==> src/sbsc_pkg.sv <==
// Constants for the stepper bridge serial control block.
// Assumes a 20 MHz system clock; no other package is needed.
package sbsc_pkg;

  // ==========================================================================
  // Command byte layout
  localparam int BYTE_W = 8;
  localparam int BIT_FLAG_HI = 7;
  localparam int BIT_FLAG_LO = 6;
  localparam int BIT_A_RANGE_HI = 5;
  localparam int BIT_A_RANGE_LO = 4;
  localparam int BIT_A_POL = 3;
  localparam int BIT_B_RANGE_HI = 2;
  localparam int BIT_B_RANGE_LO = 1;
  localparam int BIT_B_POL = 0;
  localparam logic [7:0] CMD_RESET = 8'h3F;

  // Current range codes (range bits high, low)
  localparam logic [1:0] RANGE_OFF = 2'h3;
  localparam logic [1:0] RANGE_HOLD = 2'h2;

  // ==========================================================================
  // Diagnosis
  localparam int FILTER_SETTLE = 4;
  localparam int SHORT_RETRIES = 8;
  localparam logic [1:0] ERR_NONE = 2'h3;
  localparam logic [1:0] ERR_SUPPLY = 2'h1;
  localparam logic [1:0] ERR_GROUND = 2'h2;
  localparam logic [1:0] ERR_TEMP = 2'h0;

  // ==========================================================================
  // Timing
  localparam int CLK_HZ = 20000000;
  localparam int REVERSE_GAP_NS = 1000;
  localparam int REVERSE_GAP_CYC = (REVERSE_GAP_NS * (CLK_HZ / 1000000)) / 1000;
  localparam int ENABLE_SETUP_US = 30;
  localparam int ENABLE_SETUP_CYC = ENABLE_SETUP_US * (CLK_HZ / 1000000);

endpackage : sbsc_pkg

==> src/sbsc_buf2.sv <==
// Two-entry valid/ready buffer for received command bytes.
// Assumes one clock and an active-low asynchronous reset.
`timescale 1ns/1ps
module sbsc_buf2 #(
  parameter int WIDTH = 8
) (
  // Clock and reset
  input wire logic clk_i,
  input wire logic rst_b_i,
  // Fill side
  input wire logic in_valid_i,
  output logic in_ready_o,
  input wire logic [WIDTH-1:0] in_data_i,
  // Drain side
  output logic out_valid_o,
  input wire logic out_ready_i,
  output logic [WIDTH-1:0] out_data_o
);

  typedef struct packed {
    logic [1:0][WIDTH-1:0] mem;
    logic rd;
    logic wr;
    logic [1:0] cnt;
  } sbsc_buf_state_t;

  sbsc_buf_state_t st_reg;
  sbsc_buf_state_t st_next;
  logic push;
  logic pop;

  assign in_ready_o = (st_reg.cnt != 2'h2);
  assign out_valid_o = (st_reg.cnt != 2'h0);
  assign out_data_o = st_reg.mem[st_reg.rd];
  assign push = in_valid_i && in_ready_o;
  assign pop = out_valid_o && out_ready_i;

  always_comb begin
    st_next = st_reg;
    if (push) begin
      st_next.mem[st_reg.wr] = in_data_i;
      st_next.wr = ~st_reg.wr;
    end
    if (pop) begin
      st_next.rd = ~st_reg.rd;
    end
    st_next.cnt = st_reg.cnt + {1'b0, push} - {1'b0, pop};
  end

  always_ff @(posedge clk_i or negedge rst_b_i) begin
    if (!rst_b_i) begin
      st_reg <= '0;
    end else begin
      st_reg <= st_next;
    end
  end

endmodule : sbsc_buf2

==> src/sbsc_core.sv <==
// Serial command link and diagnosis flag logic of a two-bridge stepper driver.
// Assumes link pins and fault events arrive asynchronously; all are synchronised.
`timescale 1ns/1ps
module sbsc_core #(
  parameter int SETTLE_PULSES = sbsc_pkg::FILTER_SETTLE,
  parameter int RETRY_LIMIT = sbsc_pkg::SHORT_RETRIES
) (
  // Clock and reset
  input wire logic clk_i,
  input wire logic rst_b_i,
  // Device enable, low active
  input wire logic device_enable_level_n_i,
  // Serial link
  input wire logic chip_select_n_i,
  input wire logic sclk_i,
  input wire logic sdi_i,
  output logic sdo_o,
  output logic sdo_oe_o,
  // Chopper and fault events, per bridge (index 0 = A, 1 = B); over temperature is shared
  input wire logic [1:0] chop_pulse_i,
  input wire logic [1:0] sink_short_i,
  input wire logic [1:0] source_overload_i,
  input wire logic [1:0] flyback_seen_i,
  input wire logic over_temp_i,
  // Bridge drive
  output logic [1:0] bridge_on_o,
  output logic [1:0] bridge_pol_o,
  output logic [3:0] bridge_range_o,
  output logic [1:0] sink_inhibit_o,
  output logic device_ready_o
);

  // ==========================================================================
  // Input synchronisers
  localparam int NSYNC = 13;
  logic [NSYNC-1:0] s1_reg;
  logic [NSYNC-1:0] s2_reg;
  logic [NSYNC-1:0] raw;
  assign raw = {over_temp_i, flyback_seen_i, source_overload_i, sink_short_i,
                chop_pulse_i, sdi_i, sclk_i, chip_select_n_i, device_enable_level_n_i};
  always_ff @(posedge clk_i or negedge rst_b_i) begin
    if (!rst_b_i) begin
      s1_reg <= {NSYNC{1'b1}};
      s2_reg <= {NSYNC{1'b1}};
    end else begin
      s1_reg <= raw;
      s2_reg <= s1_reg;
    end
  end

  logic en_n;
  logic chip_select_n;
  logic sck;
  logic sdi;
  logic [1:0] chop;
  logic [1:0] sshort;
  logic [1:0] sover;
  logic [1:0] fly;
  logic otemp;
  assign en_n = s2_reg[0];
  assign chip_select_n = s2_reg[1];
  assign sck = s2_reg[2];
  assign sdi = s2_reg[3];
  assign chop = s2_reg[5:4];
  assign sshort = s2_reg[7:6];
  assign sover = s2_reg[9:8];
  assign fly = s2_reg[11:10];
  assign otemp = s2_reg[12];

  // ==========================================================================
  // State
  typedef enum logic [1:0] {
    ST_OFF = 2'b00,
    ST_WAKE = 2'b01,
    ST_RUN = 2'b10
  } sbsc_mode_t;

  typedef struct packed {
    sbsc_mode_t mode;
    logic [15:0] wake_cnt;
    logic csn_d;
    logic sck_d;
    logic [1:0] chop_d;
    logic [7:0] shreg;
    logic [2:0] fall_cnt;
    logic got_edge;
    logic [7:0] cmd;
    logic [1:0] pend_pol;
    logic [1:0] rev_busy;
    logic [1:0][7:0] rev_cnt;
    logic [1:0][2:0] settle;
    logic [1:0][3:0] retry;
    logic [1:0] sink_off;
    logic supply_flag;
    logic open_flag;
    logic gnd_flag;
    logic sdo;
    logic sdo_oe;
    logic [1:0] on;
    logic [1:0] pol;
  } sbsc_state_t;

  sbsc_state_t st_reg;
  sbsc_state_t st_next;

  logic buf_in_valid;
  logic buf_in_ready;
  logic buf_out_valid;
  logic [7:0] buf_out_data;

  function automatic logic [1:0] range_of(input logic [7:0] c, input int b);
    range_of = (b == 0) ? c[sbsc_pkg::BIT_A_RANGE_HI:sbsc_pkg::BIT_A_RANGE_LO]
                        : c[sbsc_pkg::BIT_B_RANGE_HI:sbsc_pkg::BIT_B_RANGE_LO];
  endfunction : range_of

  function automatic logic pol_of(input logic [7:0] c, input int b);
    pol_of = (b == 0) ? c[sbsc_pkg::BIT_A_POL] : c[sbsc_pkg::BIT_B_POL];
  endfunction : pol_of

  logic sck_rise;
  logic sck_fall;
  logic frame_end;
  assign sck_rise = sck && !st_reg.sck_d && !chip_select_n;
  assign sck_fall = !sck && st_reg.sck_d && !chip_select_n;
  assign frame_end = chip_select_n && !st_reg.csn_d;
  // Only whole bytes queue a command
  assign buf_in_valid = frame_end && st_reg.got_edge && (st_reg.fall_cnt == 3'h0)
                        && (st_reg.mode == ST_RUN);

  sbsc_buf2 #(
    .WIDTH(sbsc_pkg::BYTE_W)
  ) u_cmd_buf (
    .clk_i(clk_i),
    .rst_b_i(rst_b_i),
    .in_valid_i(buf_in_valid),
    .in_ready_o(buf_in_ready),
    .in_data_i(st_reg.shreg),
    .out_valid_o(buf_out_valid),
    .out_ready_i(st_reg.rev_busy == 2'h0),
    .out_data_o(buf_out_data)
  );

  // ==========================================================================
  // Next state
  always_comb begin
    logic [1:0] rng;
    logic chopping;
    logic chop_any;
    logic sup_any;
    rng = 2'h0;
    chopping = 1'b0;
    chop_any = 1'b0;
    sup_any = 1'b0;
    st_next = st_reg;
    st_next.csn_d = chip_select_n;
    st_next.sck_d = sck;
    st_next.chop_d = chop;
    case (st_reg.mode)
      ST_OFF: begin
        if (!en_n) begin
          st_next.mode = ST_WAKE;
          st_next.wake_cnt = '0;
        end
      end
      ST_WAKE: begin
        st_next.wake_cnt = st_reg.wake_cnt + 16'h0001;
        if (st_reg.wake_cnt == 16'(sbsc_pkg::ENABLE_SETUP_CYC - 1)) begin
          st_next.mode = ST_RUN;
        end
      end
      ST_RUN: begin
      end
      default: st_next.mode = ST_OFF;
    endcase

    // Serial shifting, MSB first
    if (!chip_select_n && st_reg.csn_d) begin
      st_next.fall_cnt = 3'h0;
      st_next.got_edge = 1'b0;
      st_next.shreg = {st_reg.supply_flag || st_reg.open_flag || otemp ? 1'b0 : 1'b1,
                       st_reg.gnd_flag || otemp ? 1'b0 : 1'b1,
                       st_reg.cmd[5:0]};
      st_next.sdo = st_next.shreg[7];
    end
    if (sck_rise) begin
      st_next.shreg = {st_reg.shreg[6:0], sdi};
    end
    if (sck_fall) begin
      st_next.sdo = st_reg.shreg[7];
      st_next.fall_cnt = st_reg.fall_cnt + 3'h1;
      st_next.got_edge = 1'b1;
    end
    st_next.sdo_oe = !chip_select_n;

    // New byte clears overload and retry lockout
    if (buf_in_valid && buf_in_ready) begin
      st_next.gnd_flag = 1'b0;
      st_next.sink_off = 2'h0;
      st_next.retry = '0;
    end

    // Apply buffered command, turning a reversing bridge off first
    if (buf_out_valid && st_reg.rev_busy == 2'h0) begin
      st_next.cmd = buf_out_data;
      for (int b = 0; b < 2; b++) begin
        rng = range_of(buf_out_data, b);
        st_next.pend_pol[b] = pol_of(buf_out_data, b);
        if (rng == sbsc_pkg::RANGE_OFF) begin
          st_next.on[b] = 1'b0;
          st_next.pol[b] = pol_of(buf_out_data, b);
        end else if (st_reg.on[b] && pol_of(buf_out_data, b) != st_reg.pol[b]) begin
          st_next.on[b] = 1'b0;
          st_next.rev_busy[b] = 1'b1;
          st_next.rev_cnt[b] = '0;
          // Flyback check at polarity change, blanked at hold or filter unsettled
          if (!fly[b] && rng != sbsc_pkg::RANGE_HOLD && range_of(st_reg.cmd, b) !=
              sbsc_pkg::RANGE_HOLD) begin
            if (st_reg.settle[b] == 3'(SETTLE_PULSES)) begin
              st_next.open_flag = 1'b1;
            end
          end
          if (st_reg.settle[b] != 3'(SETTLE_PULSES)) begin
            st_next.settle[b] = st_reg.settle[b] + 3'h1;
          end
        end else begin
          st_next.on[b] = 1'b1;
          st_next.pol[b] = pol_of(buf_out_data, b);
        end
      end
    end

    for (int b = 0; b < 2; b++) begin
      rng = range_of(st_reg.cmd, b);
      if (st_reg.rev_busy[b]) begin
        st_next.rev_cnt[b] = st_reg.rev_cnt[b] + 8'h01;
        if (st_reg.rev_cnt[b] == 8'(sbsc_pkg::REVERSE_GAP_CYC - 1)) begin
          st_next.rev_busy[b] = 1'b0;
          st_next.on[b] = 1'b1;
          st_next.pol[b] = st_reg.pend_pol[b];
        end
      end
      chopping = chop[b] && !st_reg.chop_d[b] && st_reg.on[b];
      if (chopping) begin
        if (st_reg.settle[b] != 3'(SETTLE_PULSES)) begin
          st_next.settle[b] = st_reg.settle[b] + 3'h1;
        end
        // Comparator response rewrites the supply flag
        chop_any = 1'b1;
        if (sshort[b] && st_reg.settle[b] == 3'(SETTLE_PULSES)) begin
          sup_any = 1'b1;
        end
        if (!sshort[b]) begin
          st_next.open_flag = 1'b0;
        end
        if (sshort[b]) begin
          if (st_reg.retry[b] == 4'(RETRY_LIMIT - 1)) begin
            st_next.sink_off[b] = 1'b1;
          end else begin
            st_next.retry[b] = st_reg.retry[b] + 4'h1;
          end
        end else begin
          st_next.retry[b] = 4'h0;
        end
        // PWM flyback at hold still checked
        if (!fly[b] && rng == sbsc_pkg::RANGE_HOLD && !sshort[b]
            && st_reg.settle[b] == 3'(SETTLE_PULSES)) begin
          st_next.open_flag = 1'b1;
        end
      end
      if (sover[b] && st_reg.on[b]) begin
        st_next.gnd_flag = 1'b1;
        st_next.on[b] = 1'b0;
      end
    end

    // Both bridges share one flag: any responding short keeps it set
    if (chop_any) begin
      st_next.supply_flag = sup_any;
    end

    // Enable inactive resets all state; link edge trackers and sdo enable follow the pins
    if (en_n) begin
      st_next = '0;
      st_next.mode = ST_OFF;
      st_next.cmd = sbsc_pkg::CMD_RESET;
      st_next.csn_d = chip_select_n;
      st_next.sck_d = sck;
      st_next.sdo_oe = !chip_select_n;
    end
  end

  always_ff @(posedge clk_i or negedge rst_b_i) begin
    if (!rst_b_i) begin
      st_reg <= '0;
      st_reg.cmd <= sbsc_pkg::CMD_RESET;
      st_reg.csn_d <= 1'b1;
      st_reg.sck_d <= 1'b1;
    end else begin
      st_reg <= st_next;
    end
  end

  // ==========================================================================
  // Outputs
  logic [3:0] range_q;
  logic ready_q;
  always_ff @(posedge clk_i or negedge rst_b_i) begin
    if (!rst_b_i) begin
      range_q <= 4'hF;
      ready_q <= 1'b0;
    end else begin
      range_q <= {st_next.cmd[5:4], st_next.cmd[2:1]};
      ready_q <= (st_reg.mode == ST_RUN);
    end
  end

  assign sdo_o = st_reg.sdo;
  assign sdo_oe_o = st_reg.sdo_oe;
  assign bridge_on_o = st_reg.on;
  assign bridge_pol_o = st_reg.pol;
  assign bridge_range_o = range_q;
  assign sink_inhibit_o = st_reg.sink_off;
  assign device_ready_o = ready_q;

endmodule : sbsc_core

==> config.mk <==
export PLATFORM = sky130hd
export DESIGN_NAME = sbsc_core
export DESIGN_NICKNAME = d
export VERILOG_FILES = /design/src/sbsc_pkg.sv /design/src/sbsc_buf2.sv /design/src/sbsc_core.sv
export SDC_FILE = /design/constraint.sdc
export NUM_CORES = 1
export LEC_CHECK = 0
export BUFFER_PORTS_ARGS = -buffer_cell sky130_fd_sc_hd__clkbuf_2
export CORE_ASPECT_RATIO = 0.5
export CORE_UTILIZATION = 55
export CTS_BUF_LIST = sky130_fd_sc_hd__clkbuf_16
export CTS_CLUSTER_DIAMETER = 30
export DETAILED_ROUTE_END_ITERATION = 16
export GPL_TIMING_DRIVEN = 0
export PLACE_DENSITY = 0.76
export SYNTH_ARGS = -nofsm -noshare
export SYNTH_HDL_FRONTEND = slang
export SYNTH_SLANG_ARGS = --single-unit
==> constraint.sdc <==
create_clock -name clk_i -period 1.95 [get_ports clk_i]
set_clock_uncertainty 0.05 [all_clocks]
set_input_delay 0.0975 -clock clk_i [delete_from_list [all_inputs] [get_ports clk_i]]
set_output_delay 0.0975 -clock clk_i [all_outputs]
set_load 0.01 [all_outputs]
==> results of run 1 <==
-- routing by layer --
metal,GRT usage,vias up
met5,0,-
met4,0.108,0
met3,0.0492,22
met2,0.418,104
met1,0.356,2459
li1,-,2292
-- synth_stat cells, types with 14 or more instances --
cell      count
dfrtp_1      94
nand2_1      46
nor2_1       39
dfstp_2      34
nand3_1      27
mux2_2       24
a21oi_1      22
o21ai_0      22
inv_1        18
mux2i_1      16
nor2b_1      16
a31oi_1      14
clkbuf_1     14
-- worst max path at each step --
stage                     depth (start not counted)  startpoint                  end
after detailed placement                          5   s2_reg[0]            st_reg[6]
after global routing                              6  st_reg[55]  u_cmd_buf.st_reg[6]
final                                             6  st_reg[55]  u_cmd_buf.st_reg[6]
after global placement                            1     rst_b_i           st_reg[69]
after floorplan                                  10  st_reg[41]  u_cmd_buf.st_reg[1]
after CTS                                         6  st_reg[54]  u_cmd_buf.st_reg[6]
-- layout make-up --
cell class / instances / area (µm²) / area share
inverter: 20 / 82.6 / 0.0107
timing repair buffer: 54 / 414 / 0.0537
clock inverter: 15 / 136 / 0.0177
tap: 145 / 181 / 0.0235
sequential: 128 / 3250 / 0.421
multi-input combinational: 406 / 3010 / 0.391
clock buffer: 17 / 425 / 0.0552
buffer: 33 / 210 / 0.0273
-- worst max-delay path, cell delays in order, from the launching register on --
cell     delay [ns]
dfrtp_1        0.40
inv_2          0.08
ha_4           0.13
nand2_2        0.05
or4_4          0.53
nor2_4         0.25
mux2_2         0.37
-- what timing repair did --
| item | in CTS | in global routing |
|---|---|---|
| gates cloned | 0 | 0 |
| setup endpoints to repair | 82 | 67 |
| endpoints found under the hold margin | 110 | 0 |
| hold buffers | 14 | 0 |
| pin swaps | 5 | 4 |
| gates resized for setup | 30 | 32 |
| setup buffers | 9 | 3 |
-- stage by stage --
step                      hold slack, ns  utilization
final                             0.0354        0.696
after global routing              0.0476        0.696
after CTS                         0.0272        0.682
after detailed placement         -0.0890        0.604
after global placement             0.134        0.600
after floorplan                   -0.248            -
-- power by group through the flow --
| stage | Sequential, µW | Combinational [µW] | Clock [µW] |
|---|---|---|---|
| after floorplan | 2810 | 104 | 0 |
| after global placement | 2820 | 204 | 0 |
| after detailed placement | 2830 | 218 | 0 |
| after CTS | 2780 | 250 | 3020 |
| after global routing | 2790 | 283 | 3130 |
| final | 2780 | 253 | 2990 |
-- logic make-up (layout without fill, tap and decap cells) --
family / Yosys count / count (layout) / share of synthesized area
compound gates: 124 / 124 / 0.144
flops: 128 / 128 / 0.515
simple gates: 217 / 217 / 0.186
fa+ha+maj: 13 / 13 / 0.0258
xor+xnor: 8 / 8 / 0.0111
buf+inv: 55 / 139 / 0.0415
mux: 44 / 44 / 0.0762
==> metrics.md, run 1 <==
| Metric | Value |
|---|---|
| Final net count | 688 |
| Clk_lat worst skew | 0.42 ns |
| First-pass GRT wire length | 24000 µm |
| Clk slew on worst S/H paths | 0.06 ns |
| Total Routing Usage GR | 0.262 |
| Post-Syn Instances | 589 |
| Pwr Density | 781 nW/µm² |
| Worst Tran Pin Value | 0.578 ns |
| Max transition margin | 0.610 |
| Worst reg2reg setup slack | -0.03 ns |
| CP Launch Type | flop |
| Vias in the first global route | 4832 |
| Placed Cells | 762 |
| Hpwl dp | 9310 µm |
| Min Tclk post-route | 1.98 ns |
| CP Data Required Time | 2.21 ns |
| Clock Power Share | 0.496 |
| Origin of the critical flop-to-flop path | st_reg[55] |
| Setup slack after layout | -0.0271 ns |
| Mapped Nets | 617 |
| Synth area leaders | dfrtp_1 37%, dfstp_2 14%, mux2_2 4.3% |
| Register area share after synthesis | 0.515 |
| Drt total wl | 14700 µm |
| I/O pin total | 28 |
| Post-DP Area | 6690 µm² |
| Met3 Wirelength | 564 µm |
| Max-Cap Viols | 0 |
| Area of the core | 11100 µm² |
| Net switching power | 1420 µW |
| Clk sinks | 128 |
| Comb power frac | 0.042 |
| Final hold vios | 0 |
| Maximum buffer depth of the clock tree | 2 |
| Chip width | 153 µm |
| H-tree levels | 4 |
| Worst setup EP type | flop |
| Worst min-delay path class | in -> async |
| CP max FO | 6 |
| Peak Freq | 506 MHz |
| Post-synth top area cell | dfrtp_1 |
| Ys flop type | dfrtp_1 |
| Highest metal used | met4 |
| Highest-count cells in the layout ignoring fill and taps | 92 x dfrtp_1, 45 x nand2_1, 37 x nor2_1, 34 x dfstp_2, 29 x clkbuf_2 |
| Asr flop ratio synth | 1.00 |
| Post-route non-filler standard cell count | 818 |
| Critical setup path kind | reg -> reg |
| Share of the synthesized area in the top cell type | 0.373 |
| Final setup vio count | 2 |
| Number of flops mapped to enable cells by yosys | 0 |
| Setup Slack @ Placement | -0.634 ns |
| Met2 WL post-DR | 7140 µm |
| Failing checks | setup timing |
| Max reg flops | 77 |
| Routability cong. | 0.847 |
| Status | finished with violations |
| Flop pwr share | 0.462 |
| Unrepaired setup endpoints after global routing | yes |
| Die area | 11900 µm² |
| Pins over their slew limit | 0 |
| Wire per inst | 18.0 µm |
| Mean Syn Cell Area | 10.7 µm² |
| Initial core utilization | 0.569 |
| Num CTS Buffers | 17 |
| Via/cell ratio | 5.96 |
| Switching share of power | 0.236 |
| DRT Pass-1 Iters | 5 |
| Post-route ant nets | 0 |
| Largest net degree at the start of global routing | 114 |
| Leakage | 0.00341 µW |
| Port-buffer cells | 27 |
| R2R Path End | u_cmd_buf.st_reg[6] |
| CTS tree | yes |
| Design Power | 6020 µW |
| CTS Root Cell | clkbuf_16 |
| Worst r2r path cells | 6 |
| Yosys reg bits | 128 |
| P_int | 4600 µW |
| Syn. warnings | 0 |
| Synthesized area | 6300 µm² |
| Site Rows | 27 |
| Total grt overflow | 0 |
| Design Area, Final | 7710 µm² |
| Crit share post-route | 1.01 |
| DRT met1 WL | 6790 µm |
| Fillers | 774 |
| Number of distinct library cells after synthesis | 68 |
| Initial antenna violation count | 0 |
| DR vias | 4877 |
| Maximum VDD drop | 626 µV |
| Diode count | 0 |
| Die height | 77.7 µm |
| Setup_tns | -0.0499 ns |
| Layout cells sized above 1 | 0.308 |
| Initial DRC Count | 330 |
| Most common cell after layout, fill and taps aside | dfrtp_1 |
| CP arrival | 2.23 ns |
| Detailed-route DRC error count | 0 |
| Layout area overhead | 22.3% |
(Power assumes the default switching activity.)
==> run 2: changes to the inputs <==
--- a/config.mk
+++ b/config.mk
@@ -10,9 +10,12 @@
 export CORE_UTILIZATION = 55
 export CTS_BUF_LIST = sky130_fd_sc_hd__clkbuf_16
 export CTS_CLUSTER_DIAMETER = 30
+export CTS_CLUSTER_SIZE = 40
 export DETAILED_ROUTE_END_ITERATION = 16
 export GPL_TIMING_DRIVEN = 0
 export PLACE_DENSITY = 0.76
+export SKIP_LAST_GASP = 1
 export SYNTH_ARGS = -nofsm -noshare
 export SYNTH_HDL_FRONTEND = slang
+export SYNTH_HIERARCHICAL = 1
 export SYNTH_SLANG_ARGS = --single-unit
==> run 2 against run 1 <==
  * Flip-flop and latch count did not move
  * First-iteration DRC count rose by 67%
  * Via count rose by 9.4%
  * Critical path depth rose by 4
  * Setup slack got worse by 0.088 ns
  * Die area fell by 1.2%
  * Synthesized cell count rose by 0.51%
  * Highest routed layer unchanged
  * Sequential share of layout area fell by 1.6 points
  * Non-clock buffer count rose by 24
  * Cell area rose by 4.0%
  * The run still ends with setup timing left
  * Largest cell class unchanged
  * Critical path type unchanged
  * Clock power rose by 21%
==> metrics.md, run 2 <==
| Metric | Value |
|---|---|
| Pwr Density | 832 nW/µm² |
| Crit-path cells | inv_2 -> ha_4 -> nand4b_1 -> nor4_4 -> buf_4 -> nor2b_4 -> a211oi_2 -> nor2_1 -> ha_2 -> xnor2_1 |
| Unrepaired setup endpoints after global routing | yes |
| Critical setup path kind | reg -> reg |
| Worst r2r path cells | 10 |
| Max transition margin | 0.564 |
| Drt total wl | 17100 µm |
| Worst setup EP type | flop |
| CP arrival | 2.34 ns |
| Clk sinks | 128 |
| Largest net degree at the start of global routing | 77 |
| Chip width | 152 µm |
| Initial antenna violation count | 1 |
| Max reg flops | 77 |
| Total Routing Usage GR | 0.280 |
| Setup slack after layout | -0.115 ns |
| Crit share post-route | 1.06 |
| Via/cell ratio | 6.31 |
| Num CTS Buffers | 17 |
| Worst Tran Pin Value | 0.653 ns |
| Clk_lat worst skew | 0.42 ns |
| Initial core utilization | 0.566 |
| Mapped Nets | 619 |
| Maximum buffer depth of the clock tree | 2 |
| Die area | 11800 µm² |
| Port-buffer cells | 27 |
| H-tree levels | 4 |
| DRT Pass-1 Iters | 7 |
| Mean Syn Cell Area | 10.5 µm² |
| Initial DRC Count | 550 |
| Wire per inst | 20.3 µm |
| Maximum VDD drop | 598 µV |
| Slowest stage cell, crit path | dfrtp_1 |
| Hpwl dp | 9150 µm |
| Failing checks | setup timing |
| Leakage | 0.00358 µW |
| First-pass GRT wire length | 25200 µm |
| Fin util | 0.728 |
| Largest stage delay, worst path | 0.40 ns |
| Area of the core | 11000 µm² |
| Routability cong. | 0.836 |
| Pins over their slew limit | 0 |
| Die height | 77.3 µm |
| Detailed-route DRC error count | 0 |
| Max-Cap Viols | 0 |
| Total grt overflow | 0 |
| Min Tclk post-route | 2.07 ns |
| CP Launch Type | flop |
| Origin of the critical flop-to-flop path | st_reg[54] |
| Final hold vios | 0 |
| Setup_tns | -1.55 ns |
| Worst min-delay path class | in -> async |
| Most common cell after layout, fill and taps aside | dfrtp_1 |
| Post-route ant nets | 0 |
| Site Rows | 27 |
| Layout area overhead | 28.7% |
| CP delay by family, top | simple AND/OR/NAND/NOR gates |
| Vias in the first global route | 5050 |
| Fillers | 677 |
| CP Data Required Time | 2.23 ns |
| Final setup vio count | 26 |
| Highest-count cells in the layout ignoring fill and taps | 91 x dfrtp_1, 50 x nand2_1, 40 x buf_4, 37 x nor2_1, 34 x dfstp_2 |
| Setup Slack @ Placement | -0.524 ns |
| CP max FO | 5 |
| Status | finished with violations |
| CTS tree | yes |
| Crit path buf inv count | 2 |
| Clk slew on worst S/H paths | 0.06 ns |
| Peak Freq | 484 MHz |
| R2R Path End | u_cmd_buf/st_reg[1] |
| Synthesized area | 6230 µm² |
| Layout cells sized above 1 | 0.335 |
| Final net count | 713 |
| Syn. warnings | 6 |
| CTS Root Cell | clkbuf_16 |
| Worst reg2reg setup slack | -0.12 ns |
| Post-Syn Instances | 592 |
| I/O pin total | 28 |
| DR vias | 5336 |
## run 2: repair_timing
item	4_1_cts	5_1_grt
endpoints found under the hold margin	65	0
gates resized for setup	41	45
setup endpoints to repair	81	58
buffers inserted	21	14
pin swaps	11	12
hold buffers	14	0
cloned	0	0
## run 2: cell type report
class | count | area (µm²) | share of cell area
clock inverter | 15 | 243 | 0.0303
timing repair buffer | 77 | 597 | 0.0744
tap | 145 | 181 | 0.0226
multi-input combinational | 408 | 3040 | 0.379
sequential | 128 | 3250 | 0.405
antenna | 1 | 2.50 | 0.000312
inverter | 20 | 75.1 | 0.00936
clock buffer | 17 | 425 | 0.0531
buffer | 34 | 209 | 0.0261
## run 2: stage by stage
step	area, µm²	cells	total power (µW)	hold slack (ns)
5_1_grt	8020	844	6840	0.196
6_report	8020	845	6670	0.139
3_5_place_dp	6620	765	3040	0.0322
4_1_cts	7770	832	6650	0.160
3_3_place_gp	6590	764	3030	0.134
2_1_floorplan	6270	592	2920	-0.248
## run 2: how the worst max path moves through the flow
stage	start	endpoint	slack, ns	cells after the start
CTS	u_cmd_buf/st_reg[3]	st_reg[19]	-0.04	6
global route	st_reg[54]	u_cmd_buf/st_reg[1]	-0.20	10
detailed placement	s2_reg[0]	sink_inhibit_o[0]	-0.52	4
floorplan	u_cmd_buf/st_reg[3]	st_reg[22]	-0.01	6
global placement	rst_b_i	st_reg[69]	-1.22	1
finish	st_reg[54]	u_cmd_buf/st_reg[1]	-0.12	10
## run 2: routing by layer
metal,up-vias,track usage,wire (µm)
met5,-,0.00433,0
met4,0,0.127,526
met3,60,0.0904,1290
met2,272,0.440,8040
met1,2668,0.354,7270
li1,2336,-,-
## run 2: power by group
group          leakage [µW]  internal [µW]  switching, µW
clock network      0.000322           2390           1230
registers           0.00164           2740           51.5
logic               0.00162            106            153
==> run 3: changes to the inputs <==
--- a/config.mk
+++ b/config.mk
@@ -7,6 +7,7 @@
 export LEC_CHECK = 0
 export BUFFER_PORTS_ARGS = -buffer_cell sky130_fd_sc_hd__clkbuf_2
 export CORE_ASPECT_RATIO = 0.5
+export CORE_MARGIN = 2
 export CORE_UTILIZATION = 55
 export CTS_BUF_LIST = sky130_fd_sc_hd__clkbuf_16
 export CTS_CLUSTER_DIAMETER = 30
@@ -14,6 +15,7 @@
 export DETAILED_ROUTE_END_ITERATION = 16
 export GPL_TIMING_DRIVEN = 0
 export PLACE_DENSITY = 0.76
+export SKIP_CTS_REPAIR_TIMING = 1
 export SKIP_LAST_GASP = 1
 export SYNTH_ARGS = -nofsm -noshare
 export SYNTH_HDL_FRONTEND = slang
==> run 3 against run 2 <==
  * Setup slack got worse by 0.20 ns
  * Cell area down 2.0%
  * Via count shrank 3.1%
  * Clock power is 8.0% lower
  * The flow still finishes with violations (setup timing)
  * Register-to-register slack got worse by 0.20 ns
==> metrics.md, run 3 (synthesized netlist as in run 2, its figures left out) <==
| Metric | Value |
|---|---|
| Status | finished with violations |
| Failing checks | setup timing |
| CP Data Required Time | 2.21 ns |
| Most common cell after layout, fill and taps aside | dfrtp_1 |
| CP delay by family, top | simple AND/OR/NAND/NOR gates |
| Crit path buf inv count | 3 |
| Leakage | 0.00348 µW |
| Crit share post-route | 1.16 |
| CP max FO | 7 |
| Largest stage delay, worst path | 0.43 ns |
| Initial antenna violation count | 0 |
| Site Rows | 27 |
| Fillers | 699 |
| Wire per inst | 19.7 µm |
| DRT met1 WL | 7180 µm |
| Max reg flops | 77 |
| H-tree levels | 4 |
| CP most frequent cell | inv_2 |
| Crit-path cells | inv_2 -> ha_1 -> nand4b_1 -> nor4_4 -> inv_2 -> nor3_4 -> buf_12 -> mux2_2 |
| Worst Tran Pin Value | 0.728 ns |
| Post-route non-filler standard cell count | 832 |
| Peak Freq | 442 MHz |
| Slowest stage cell, crit path | nor4_4 |
| Clk sinks | 128 |
| First-pass GRT wire length | 23500 µm |
| Worst reg2reg setup slack | -0.31 ns |
| Layout cells sized above 1 | 0.316 |
| Unrepaired setup endpoints after global routing | yes |
| Hpwl dp | 9480 µm |
| Post-route ant nets | 0 |
| DRT Pass-1 Iters | 5 |
| Initial core utilization | 0.566 |
| Max-Cap Viols | 0 |
| Min Tclk post-route | 2.26 ns |
| Chip width | 154 µm |
| Final hold vios | 0 |
| Design Area, Final | 7860 µm² |
| Critical Path Stages | 8 |
| Routability cong. | 0.847 |
| Area of the core | 11000 µm² |
| Clk_lat worst skew | 0.43 ns |
| CP Launch Type | flop |
| Vias in the first global route | 4672 |
| Highest metal used | met4 |
| Placed Cells | 765 |
| R2R Path End | u_cmd_buf/st_reg[8] |
| Diode count | 0 |
| Worst r2r path cells | 8 |
| Final setup vio count | 35 |
| Setup slack after layout | -0.312 ns |
| Num CTS Buffers | 17 |
| Post-DP Area | 6620 µm² |
| Layout area overhead | 26.1% |
| Pins over their slew limit | 0 |
| CP arrival | 2.52 ns |
| Met3 Wirelength | 1060 µm |
| DR vias | 5169 |
| Met2 WL post-DR | 7790 µm |
| Pwr Density | 812 nW/µm² |
| Maximum VDD drop | 578 µV |
| Origin of the critical flop-to-flop path | st_reg[54] |
| Worst Setup SP | st_reg[54] |
| Fin util | 0.713 |
| CTS tree | yes |
| CTS Root Cell | clkbuf_16 |
| Die area | 12200 µm² |
| Total grt overflow | 0 |
| Worst setup EP type | flop |
| Drt total wl | 16400 µm |
| Worst min-delay path class | in -> async |
| Max transition margin | 0.515 |
| Port-buffer cells | 27 |
| Die height | 79.3 µm |
| Maximum buffer depth of the clock tree | 2 |
| Setup crit end | u_cmd_buf/st_reg[8] |
| Clk slew on worst S/H paths | 0.06 ns |
| Total Routing Usage GR | 0.248 |
| Final hold slack | 0.117 ns |
| Final net count | 701 |
| Via/cell ratio | 6.21 |
| Critical setup path kind | reg -> reg |
| Largest net degree at the start of global routing | 83 |
| Setup Slack @ Placement | -0.587 ns |
| Highest-count cells in the layout ignoring fill and taps | 92 x dfrtp_1, 52 x nand2_1, 37 x nor2_1, 34 x dfstp_2, 30 x buf_4 |
| I/O pin total | 28 |
| Detailed-route DRC error count | 0 |
| Initial DRC Count | 601 |
-- run 3: cell types whose count changed in the layout (fill, tap and decap cells not counted), moves of 3 or more --
cell,change
bufinv_16,-3
mux2_4,-4
mux2_2,+4
buf_4,-10
clkinvlp_4,+3
buf_6,-4
-- run 3: cell type report --
cell class	instances	area (µm²)	share of cell area
inverters	20	75.1	0.00956
clock inverters	14	166	0.0212
well taps	145	181	0.0231
multi-input cells	408	3010	0.383
flip-flops and latches	128	3250	0.413
plain buffers	34	208	0.0264
repair buffers	65	517	0.0658
clock buffers	18	450	0.0573
-- run 3: metrics by stage --
stage	setup TNS, ns	total power (µW)
2_1_floorplan	-0.0105	2920
3_3_place_gp	-144.11	3030
6_report	-4.93	6380
3_5_place_dp	-17.42	3050
4_1_cts	-19.57	6340
5_1_grt	-7.70	6540
-- run 3: where the power goes --
| group | switching [µW] | internal, µW |
|---|---|---|
| registers | 50.3 | 2740 |
| logic | 154 | 104 |
| clock network | 1260 | 2080 |
-- run 3: worst min path at each step --
stage          cells past startpoint  slack (ns)              to
3_3_place_gp                       1        0.13       s1_reg[2]
3_5_place_dp                       1        0.01      st_reg[78]
5_1_grt                            2        0.18      st_reg[78]
2_1_floorplan                      0       -0.25  bridge_on_o[0]
6_report                           2        0.12      st_reg[78]
4_1_cts                            1       -0.43      st_reg[78]
-- run 3: layer usage --
| metal | vias up | global-route usage |
|---|---|---|
| met2 | 220 | 0.390 |
| met4 | 0 | 0.0796 |
| met5 | - | 0 |
| li1 | 2300 | - |
| met3 | 36 | 0.0721 |
| met1 | 2613 | 0.336 |
-- run 3: worst reg2reg max path, cell delays in order, from the launching register on --
cell      delay (ns)
dfrtp_1         0.41
inv_2           0.08
ha_1            0.15
nand4b_1        0.20
nor4_4          0.43
inv_2           0.11
nor3_4          0.24
buf_12          0.16
mux2_2          0.33
